===== src/design/stream_put_pkg.sv =====
// shared constants and types for the dynamic stream put unit
package stream_put_pkg;
	localparam int DATA_W = 32;
	localparam int MAX_LINKS = 16;
	localparam int SEL_W = 4;
	localparam int OP_W = 4;
	// opcode bit positions within the variant field
	localparam int OP_NB_BIT = 3;
	localparam int OP_CTRL_BIT = 2;
	localparam int OP_TEST_BIT = 1;
	localparam int OP_ATOM_BIT = 0;
	localparam logic [4:0] EC_PRIV_INSTR = 5'h07;
	localparam logic [4:0] EC_RESET = 5'h00;
	localparam logic [DATA_W-1:0] DATA_RESET = 32'h00000000;
	localparam int LAT_FAST = 1;
	localparam int LAT_AREA = 2;
	// register bus
	localparam int ADDR_W = 4;
	localparam logic [ADDR_W-1:0] REG_STATUS = 4'h0;
	localparam logic [ADDR_W-1:0] REG_MASK = 4'h4;
	localparam logic [ADDR_W-1:0] REG_INFO = 4'h8;
	localparam logic [2:0] IRQ_RESET = 3'h0;
	localparam int EV_SENT = 0;
	localparam int EV_FULL = 1;
	localparam int EV_PRIV = 2;
	typedef enum logic [3:0] {
		ST_IDLE = 4'b0001,
		ST_EXEC = 4'b0010,
		ST_WAIT = 4'b0100,
		ST_DONE = 4'b1000
	} put_state_t;
endpackage


===== src/design/link_if.sv =====
// bundle of the one shared outgoing stream word between the unit and all sixteen port modules
`timescale 1ns/1ps
interface link_if;
	logic tvalid;
	logic tready;
	logic tlast;
	logic [31:0] tdata;
	modport src (output tvalid, output tlast, output tdata, input tready);
	modport dst (input tvalid, input tlast, input tdata, output tready);
endinterface


===== src/design/dynamic_stream_put_unit.sv =====
// execution logic for the dynamic stream put instruction
//
// Our own choices: the register offsets and strobed register access.
`timescale 1ns/1ps
// What this block does
// - the source operand word is sent as the stream data word
// - link from low four bits of select register, link zero if out of range
// - four opcode bits decode sixteen variants
// - blocking variants stall the pipeline until the link has room
// - non-blocking never stalls; carry clear if room, set if none
// - tlast low for data variants, high for control variants
// - test-only acts normally but never asserts the link valid strobe
// - atomic variants keep interrupts off before the next instruction
// - privileged in user mode with mmu: cause 00111, no transfer
// - one cycle for area profile 0 or 2, two cycles for 1
// - a blocking stall still lets interrupts in unless atomic
// - instruction exists only with links above 0 and extended ops on
module dynamic_stream_put_unit
	import stream_put_pkg::*;
#(
	parameter int link_count_param = 16,
	parameter int mmu_enable_param = 0,
	parameter int privileged_stream_allow_param = 0,
	parameter int extended_stream_ops_param = 1,
	parameter int area_profile_param = 0
)
(
	input wire logic core_clk,
	input wire logic rst,
	input wire logic clk_en,
	input wire logic issue,
	input wire logic [stream_put_pkg::OP_W-1:0] variant,
	input wire logic [stream_put_pkg::DATA_W-1:0] source_operand_register,
	input wire logic [stream_put_pkg::DATA_W-1:0] link_select_register,
	input wire logic user_mode_flag,
	input wire logic irq_request,
	output logic busy,
	output logic done,
	output logic carry_we,
	output logic carry_val,
	output logic exc_raise,
	output logic [4:0] exception_cause_field,
	output logic irq_allow,
	output logic illegal_op,
	output logic [stream_put_pkg::MAX_LINKS-1:0] m_tvalid,
	output logic [stream_put_pkg::MAX_LINKS-1:0] m_tlast,
	output logic [stream_put_pkg::MAX_LINKS*stream_put_pkg::DATA_W-1:0] m_tdata,
	input wire logic [stream_put_pkg::MAX_LINKS-1:0] m_tready,
	input wire logic [3:0] reg_addr,
	input wire logic [31:0] reg_wdata,
	input wire logic reg_wr,
	input wire logic reg_rd,
	output logic [31:0] reg_rdata,
	output logic irq
);
	import stream_put_pkg::*;

	// ==========================================================
	// configuration and decode
	localparam bit present = (link_count_param > 0)
		&& (extended_stream_ops_param == 1);
	localparam bit privileged = (mmu_enable_param >= 1)
		&& (privileged_stream_allow_param != 1);
	localparam int latency = (area_profile_param == 1) ? LAT_AREA
		: LAT_FAST;

	wire op_nb = variant[OP_NB_BIT];
	wire op_ctrl = variant[OP_CTRL_BIT];
	wire op_test = variant[OP_TEST_BIT];
	wire op_atom = variant[OP_ATOM_BIT];
	wire [SEL_W-1:0] raw_sel = link_select_register[SEL_W-1:0];
	wire [SEL_W-1:0] sel_link = (int'(raw_sel) >= link_count_param)
		? 4'h0 : raw_sel;
	wire start = clk_en & issue & ~busy & present;
	wire priv_fault = privileged & user_mode_flag;

	// ==========================================================
	// instruction latch
	put_state_t state;
	put_state_t next_state;
	logic nb;
	logic test;
	logic atom;
	logic ctrl;
	logic [SEL_W-1:0] link;
	logic [DATA_W-1:0] word;
	logic [1:0] cnt;
	logic atom_shadow;
	logic [2:0] status;
	logic [2:0] mask;

	link_if shared();
	logic [MAX_LINKS-1:0] ready_vec;
	wire sel_ready = |ready_vec;

	// ==========================================================
	// per-link ports
	genvar gi;
	generate
		for (gi = 0; gi < MAX_LINKS; gi++)
		begin : g_link
			stream_link_port #(.INDEX(4'(gi))) u_port (
				.shared(shared),
				.sel(link),
				.m_tvalid(m_tvalid[gi]),
				.m_tlast(m_tlast[gi]),
				.m_tdata(m_tdata[gi*DATA_W +: DATA_W]),
				.m_tready(m_tready[gi]),
				.ready_here(ready_vec[gi])
			);
		end
	endgenerate

	wire in_exec = (state == ST_EXEC) | (state == ST_WAIT);
	wire last_cycle = (cnt == 2'(latency - 1));
	// the word is offered only once the latency count has run out
	wire offer = in_exec & last_cycle;
	assign shared.tvalid = offer & ~test;
	assign shared.tdata = word;
	assign shared.tlast = ctrl;
	// the port modules only report readiness; the unit owns the bundle's copy
	assign shared.tready = sel_ready;
	wire finish = offer & (nb | shared.tready);

	// ==========================================================
	// control sequence
	always_comb
	begin
		next_state = state;
		case (state)
			ST_IDLE:
				if (start & ~priv_fault)
					next_state = ST_EXEC;
			ST_EXEC, ST_WAIT:
				if (finish)
					next_state = ST_DONE;
				else if (last_cycle)
					next_state = ST_WAIT;
			// an issue in the done cycle is taken, else it would be lost
			ST_DONE:
				if (start & ~priv_fault)
					next_state = ST_EXEC;
				else
					next_state = ST_IDLE;
			default:
				next_state = ST_IDLE;
		endcase
	end

	always_ff @(posedge core_clk)
	begin
		if (rst)
		begin
			state <= ST_IDLE;
			cnt <= 2'h0;
		end
		else if (clk_en)
		begin
			state <= next_state;
			if (state == ST_EXEC && !last_cycle)
				cnt <= cnt + 2'h1;
			else if (finish)
				cnt <= 2'h0; // keep the count through a wait
		end
	end

	always_ff @(posedge core_clk)
	begin
		if (rst)
		begin
			nb <= 1'b0;
			test <= 1'b0;
			atom <= 1'b0;
			ctrl <= 1'b0;
			link <= 4'h0;
			word <= DATA_RESET;
		end
		else if (start & ~priv_fault)
		begin
			nb <= op_nb;
			test <= op_test;
			atom <= op_atom;
			ctrl <= op_ctrl;
			link <= sel_link;
			word <= source_operand_register;
		end
	end

	// ==========================================================
	// results to the pipeline
	assign busy = (state != ST_IDLE) & (state != ST_DONE);
	assign done = finish & clk_en;
	assign carry_we = done & nb;
	assign carry_val = ~sel_ready;
	assign exc_raise = start & priv_fault;
	assign illegal_op = clk_en & issue & ~present;

	always_ff @(posedge core_clk)
	begin
		if (rst)
			exception_cause_field <= EC_RESET;
		else if (exc_raise)
			exception_cause_field <= EC_PRIV_INSTR;
	end

	// atomic blocks interrupts during the put and up to the next one
	always_ff @(posedge core_clk)
	begin
		if (rst)
			atom_shadow <= 1'b0;
		else if (clk_en && done)
			atom_shadow <= atom;
		else if (clk_en && start)
			atom_shadow <= 1'b0;
	end
	// interrupts are taken during a blocking stall only when not atomic
	assign irq_allow = ~atom_shadow & ~(busy & atom);

	// ==========================================================
	// register bus and interrupt
	// sent means a real handshake, not a refused non-blocking offer
	wire ev_sent = done & shared.tvalid & sel_ready;
	wire ev_full = carry_we & ~sel_ready;
	wire [2:0] events = {exc_raise, ev_full, ev_sent};
	wire rd_status = reg_rd & (reg_addr == REG_STATUS);
	wire [31:0] next_rdata = (reg_addr == REG_STATUS) ? {29'h0, status}
		: (reg_addr == REG_MASK) ? {29'h0, mask}
		: (reg_addr == REG_INFO) ? {27'h0, atom_shadow, link}
		: 32'h00000000;

	always_ff @(posedge core_clk)
	begin
		if (rst)
		begin
			status <= IRQ_RESET;
			mask <= IRQ_RESET;
			reg_rdata <= 32'h00000000;
		end
		else if (clk_en)
		begin
			// a new event wins over the read clear
			status <= (rd_status ? 3'h0 : status) | events;
			if (reg_wr && reg_addr == REG_MASK)
				mask <= reg_wdata[2:0];
			reg_rdata <= reg_rd ? next_rdata : 32'h00000000;
		end
	end
	assign irq = |(status & mask);

	// ==========================================================
	// checks
	// a refused non-blocking offer is withdrawn, so only blocking puts hold
	property p_hold;
		@(posedge core_clk) disable iff (rst)
		|m_tvalid && !(|(m_tvalid & m_tready)) && !nb && clk_en |=>
		$stable(m_tvalid) && $stable(m_tdata) && $stable(m_tlast);
	endproperty
	a_hold: assert property (p_hold)
		else $error("link output changed before accept");
	property p_ec;
		@(posedge core_clk) disable iff (rst)
		exc_raise |=> exception_cause_field == 5'h07 && !busy;
	endproperty
	a_ec: assert property (p_ec) else $error("wrong cause");
	property p_test;
		@(posedge core_clk) disable iff (rst)
		busy && test |-> m_tvalid == 16'h0000;
	endproperty
	a_test: assert property (p_test) else $error("test put wrote");
	property p_nb;
		@(posedge core_clk) disable iff (rst)
		issue && !busy && op_nb && clk_en && present && !priv_fault
		|-> ##[1:2] done;
	endproperty
	a_nb: assert property (p_nb) else $error("nonblocking stalled");
	property p_last;
		@(posedge core_clk) disable iff (rst)
		|m_tvalid |-> (m_tlast[link] == ctrl);
	endproperty
	a_last: assert property (p_last) else $error("bad tlast");
	property p_sel;
		@(posedge core_clk) disable iff (rst)
		shared.tvalid |-> m_tvalid == (16'h0001 << link);
	endproperty
	a_sel: assert property (p_sel) else $error("wrong link");
	property p_block;
		@(posedge core_clk) disable iff (rst)
		done && !nb |-> sel_ready;
	endproperty
	a_block: assert property (p_block) else $error("done w/o room");
	property p_atom;
		@(posedge core_clk) disable iff (rst)
		busy && atom |-> !irq_allow;
	endproperty
	a_atom: assert property (p_atom) else $error("irq in atomic");
	property p_lat;
		@(posedge core_clk) disable iff (rst)
		start && !priv_fault && op_nb && clk_en |->
		##(latency) done;
	endproperty
	a_lat: assert property (p_lat) else $error("latency wrong");
	c_block: cover property (@(posedge core_clk) state == ST_WAIT);
	c_exc: cover property (@(posedge core_clk) exc_raise);
	c_full: cover property (@(posedge core_clk) carry_we && carry_val);
	c_atom_wait: cover property (@(posedge core_clk)
		state == ST_WAIT && atom);
	c_ctrl: cover property (@(posedge core_clk)
		|(m_tvalid & m_tready & m_tlast));

	// ==========================================================
	// further checks

	// a faulting put must leave every link quiet
	property p_nopriv;
		@(posedge core_clk) disable iff (rst)
		exc_raise |=> m_tvalid == 16'h0000;
	endproperty
	a_nopriv: assert property (p_nopriv) else $error("fault sent");

	// carry reports the selected link's readiness
	property p_carry;
		@(posedge core_clk) disable iff (rst)
		carry_we |-> carry_val == !(|(m_tready & (16'h0001 << link)));
	endproperty
	a_carry: assert property (p_carry) else $error("bad carry");

	// a wait with no room on the link means the pipeline is held and nothing completes
	property p_wait;
		@(posedge core_clk) disable iff (rst)
		state == ST_WAIT && !sel_ready |-> busy && !done;
	endproperty
	a_wait: assert property (p_wait) else $error("wait let go");

	// the offered word is the latched source operand
	property p_tdata;
		@(posedge core_clk) disable iff (rst)
		|m_tvalid |-> m_tdata[link*DATA_W +: DATA_W] == word;
	endproperty
	a_tdata: assert property (p_tdata) else $error("bad data");

	// the cause field only moves on a fault
	property p_cause;
		@(posedge core_clk) disable iff (rst)
		!exc_raise |=> $stable(exception_cause_field);
	endproperty
	a_cause: assert property (p_cause) else $error("cause moved");
endmodule // dynamic_stream_put_unit


===== src/design/stream_link_port.sv =====
// per-link output stage: steers the shared word onto one stream master
`timescale 1ns/1ps
module stream_link_port
	import stream_put_pkg::*;
#(
	parameter logic [SEL_W-1:0] INDEX = 4'h0
)
(
	link_if.dst shared,
	input wire logic [SEL_W-1:0] sel,
	output logic m_tvalid,
	output logic m_tlast,
	output logic [DATA_W-1:0] m_tdata,
	input wire logic m_tready,
	output logic ready_here
);
	wire hit = (sel == INDEX);
	assign m_tvalid = hit & shared.tvalid;
	assign m_tlast = shared.tlast;
	assign m_tdata = shared.tdata;
	assign ready_here = hit & m_tready;
endmodule // stream_link_port


===== config.mk =====
export PLATFORM = sky130hd
export DESIGN_NAME = dynamic_stream_put_unit
export DESIGN_NICKNAME = d
export VERILOG_FILES = /design/src/design/stream_put_pkg.sv /design/src/design/link_if.sv /design/src/design/dynamic_stream_put_unit.sv /design/src/design/stream_link_port.sv
export SDC_FILE = /design/constraint.sdc
export NUM_CORES = 1
export LEC_CHECK = 0
export ABC_AREA = 1
export BUFFER_PORTS_ARGS = -buffer_cell sky130_fd_sc_hd__clkbuf_2
export CAP_MARGIN = 20
export CORE_AREA = 5 5 273 275
export CTS_CLUSTER_SIZE = 40
export DETAILED_ROUTE_END_ITERATION = 10
export DIE_AREA = 0 0 278 280
export GPL_ROUTABILITY_DRIVEN = 1
export PLACE_DENSITY = 0.42
export SLEW_MARGIN = 10
export SYNTH_ARGS = -nofsm -noshare
export SYNTH_HDL_FRONTEND = slang
export SYNTH_SLANG_ARGS = --single-unit
export TNS_END_PERCENT = 1

===== constraint.sdc =====
create_clock -name core_clk -period 4.4 [get_ports core_clk]
set_input_delay 1.1 -clock core_clk [delete_from_list [all_inputs] [get_ports core_clk]]
set_output_delay 1.1 -clock core_clk [all_outputs]
set_load 0.1 [all_outputs]

==> impl_metrics.env <==
export IMPL_max_clock_freq_mhz=263
export IMPL_diodes=0
export IMPL_yosysSeqAreaShare=0.170
export IMPL_hpwl_mm=17.9
export IMPL_grt_setup_unrepaired="false"
export IMPL_finalMaxSlewViolations=0
export IMPL_grt_max_degree=46
export IMPL_p_leak_nw=4.11
export IMPL_cts_setup_buffers=0
export IMPL_num_fill_cells=8496
export IMPL_status="complete, no violations"
export IMPL_totalWireLength_mm=22.3
export IMPL_place_congestion=0.711
export IMPL_synth_top_area_frac=0.611
export IMPL_num_vias=5103
export IMPL_worstPathRequired_ns=3.30
export IMPL_post_route_util=0.101
export IMPL_yosys_top_cells_area="buf_4, dfxtp_1, nor2_1, o21ai_0, nand2_1"
export IMPL_start_util=0.0930
export IMPL_crit_family="simple AND/OR/NAND/NOR gates"
export IMPL_routed_via_density=2.56
export IMPL_crit_path_frequent_cell="inv_2"
export IMPL_post_synth_top_count_cell="buf_4"
export IMPL_placedCellCount=1974
export IMPL_hold_depth=2
export IMPL_finalCritPeriodShare=0.864
export IMPL_antenna_left=0
export IMPL_dieArea_mm2=0.0778
export IMPL_drcViolationCount=0
export IMPL_cts_sinks=57
export IMPL_portBuffers=623
export IMPL_grt_ovfl_total=0
export IMPL_skew_ns=0.0105
export IMPL_path_cells="inv_2, nor3_1, a31oi_1, nor2_4, inv_2, nor2_1, inv_2, nor4_1, clkbuf_2"
export IMPL_async_reset_ff_frac=0
export IMPL_grt_pass1_wl_mm=29.4
export IMPL_hold_buffers=0
export IMPL_nets=1155
export IMPL_areaGrowthSynthToFinish_pct=8.60
export IMPL_setup_viol_count_final=0
export IMPL_layout_setup_ws_ns=0.599
export IMPL_htreeDepth=3
export IMPL_hold_viol=0
export IMPL_critPathKind="reg -> out"
export IMPL_fp_coreArea_mm2=0.0721
export IMPL_cpMaxStageDelayCell="clkbuf_2"
export IMPL_cts_root_buf="clkbuf_16"
export IMPL_drt_pass1_iter_count=4
export IMPL_final_layout_size_suffix_gt1_frac=0.655
export IMPL_pre_cts_ws_ns=0.843
export IMPL_worst_path_stages=9
export IMPL_synth_common_cells="buf_4, nor2_1, dfxtp_1"
export IMPL_cp_start_kind="flop"
export IMPL_fin_setup_tns_ns=0
export IMPL_grt_pass1_vias=4360
export IMPL_cts_max_path_buffers=2
export IMPL_seq_area_mm2=0.00114
export IMPL_io_pins=717
export IMPL_worstMarginPinSlew_ns=0.916
export IMPL_worstRegToRegCells=9
export IMPL_antenna_found_initial=2
export IMPL_cts_clk_slew_worst_paths_ns=0.06
export IMPL_rows=99
export IMPL_wire_per_inst_um=11.2
export IMPL_crit_arrival_ns=2.70
export IMPL_dieHeight_um=280
export IMPL_critPathBufInv=4
export IMPL_ys_types=31
export IMPL_synth_edff_count=0
export IMPL_max_slew_margin_rel=0.388
export IMPL_multi_input_area_mm2=0.00140
export IMPL_cap_violations=0
export IMPL_hp_class="reg -> reg"
export IMPL_ys_warnings_count=0
export IMPL_ys_ff_latch=57
export IMPL_netlist_area_mm2=0.00671
export IMPL_worstPathMaxFanout=16
export IMPL_layout_min_cycle_time_ns=3.80
export IMPL_syn_area_per_cell_um2=7.31
export IMPL_numCtsBuffers=9
export IMPL_peakVddDrop_uv=232
export IMPL_synthCells=917
export IMPL_critPathMaxStageDelay_ns=0.54
export IMPL_ys_flop_type="dfxtp_1"
export IMPL_power_density_mw_per_mm2=705
export IMPL_insertion_delay_ns=0.37
export IMPL_worst_setup_path_end_kind="output port"
export IMPL_grtUsageTotal=0.0512
export IMPL_post_cts_resized=0
export IMPL_final_cells=1990
export IMPL_drt_iter0_markers=216
export IMPL_cts_tree="built"
export IMPL_die_w_um=278
export IMPL_synth_top_area_cell="buf_4"
## report_power, final
part           internal [mW]  switching, mW  total [mW]  leakage (nW)
clock                  0.398          0.331       0.729         0.135
sequential             0.550          0.134       0.685         0.466
combinational          0.305           3.42        3.72          3.51
## flip-flops by register name, summed over array words and instances, names as in the netlist
name	flops
atom	1
atom_shadow	1
cnt	2
ctrl	1
link	4
mask	3
nb	1
reg_rdata	5
shared.tdata	32
state	4
status	2
test	1
## stage by stage
stage	instance area [µm²]	hold slack [ns]	power (mW)
after CTS	7280	0.462	5.23
after detailed placement	7000	0.453	4.45
after global placement	7000	0.452	4.45
after global routing	7280	0.492	5.31
final	7280	0.462	5.14
after floorplan	6830	0.430	4.51
## logic make-up after synthesis
| kind of cell | count (synthesis) | share of synthesized area |
|---|---|---|
| AO/OA/AOI/OAI | 75 | 0.0591 |
| adder cells (fa/ha/maj) | 1 | 0.00187 |
| buffers and inverters | 595 | 0.640 |
| flip-flops | 57 | 0.170 |
| other | 1 | 0.000559 |
| AND/OR/NAND/NOR | 188 | 0.128 |
## area by class of cell
type	instances	share of cell area
Timing Repair Buffer	625	0.430
Multi-Input combinational cell	298	0.192
Tap cell	959	0.165
Sequential cell	57	0.157
Clock buffer	10	0.0328
Inverter	35	0.0180
Clock inverter	6	0.00584
## path summary, 6_finish.rpt
check                               from          end  slack (ns)
worst max register to register  state[1]      link[1]        2.37
worst min-delay path             mask[2]      mask[2]        0.46
worst max-delay path            state[1]  m_tvalid[3]        0.60
worst min register to register   mask[2]      mask[2]        0.46
## cells in the final DEF, fill, tap and decap left out, drive strengths merged
cell      instances
nand3            21
clkinv            3
a21oi            20
o21ai            47
a22o              1
conb             34
dfxtp            57
inv              36
nand4             4
nand3b            1
o22ai             3
ha                1
clkbuf          633
nor3              3
buf               2
clkinvlp          2
a22oi             1
nand2            47
nor4              8
nor2            104
a31oi             3
## metal layers
| metal | track usage | vias up | share of wire |
|---|---|---|---|
| met3 | 0.0134 | 19 | 0.10 |
| met4 | 0.0207 | 4 | 0.015 |
| met5 | 0 | - | 0.00072 |
| met2 | 0.0856 | 367 | 0.48 |
| met1 | 0.0629 | 2221 | 0.40 |
| li1 | - | 2492 | - |
## worst register-to-register path, stage by stage (launching register included)
cell,delay (ns)
dfxtp_1,0.40
inv_2,0.06
nand4_1,0.10
inv_2,0.05
nor2_2,0.30
nor2_4,0.06
inv_2,0.09
buf_4,0.52
o21ai_1,0.13
a21oi_1,0.23
No activity file was read; power rests on OpenSTA's default activity.
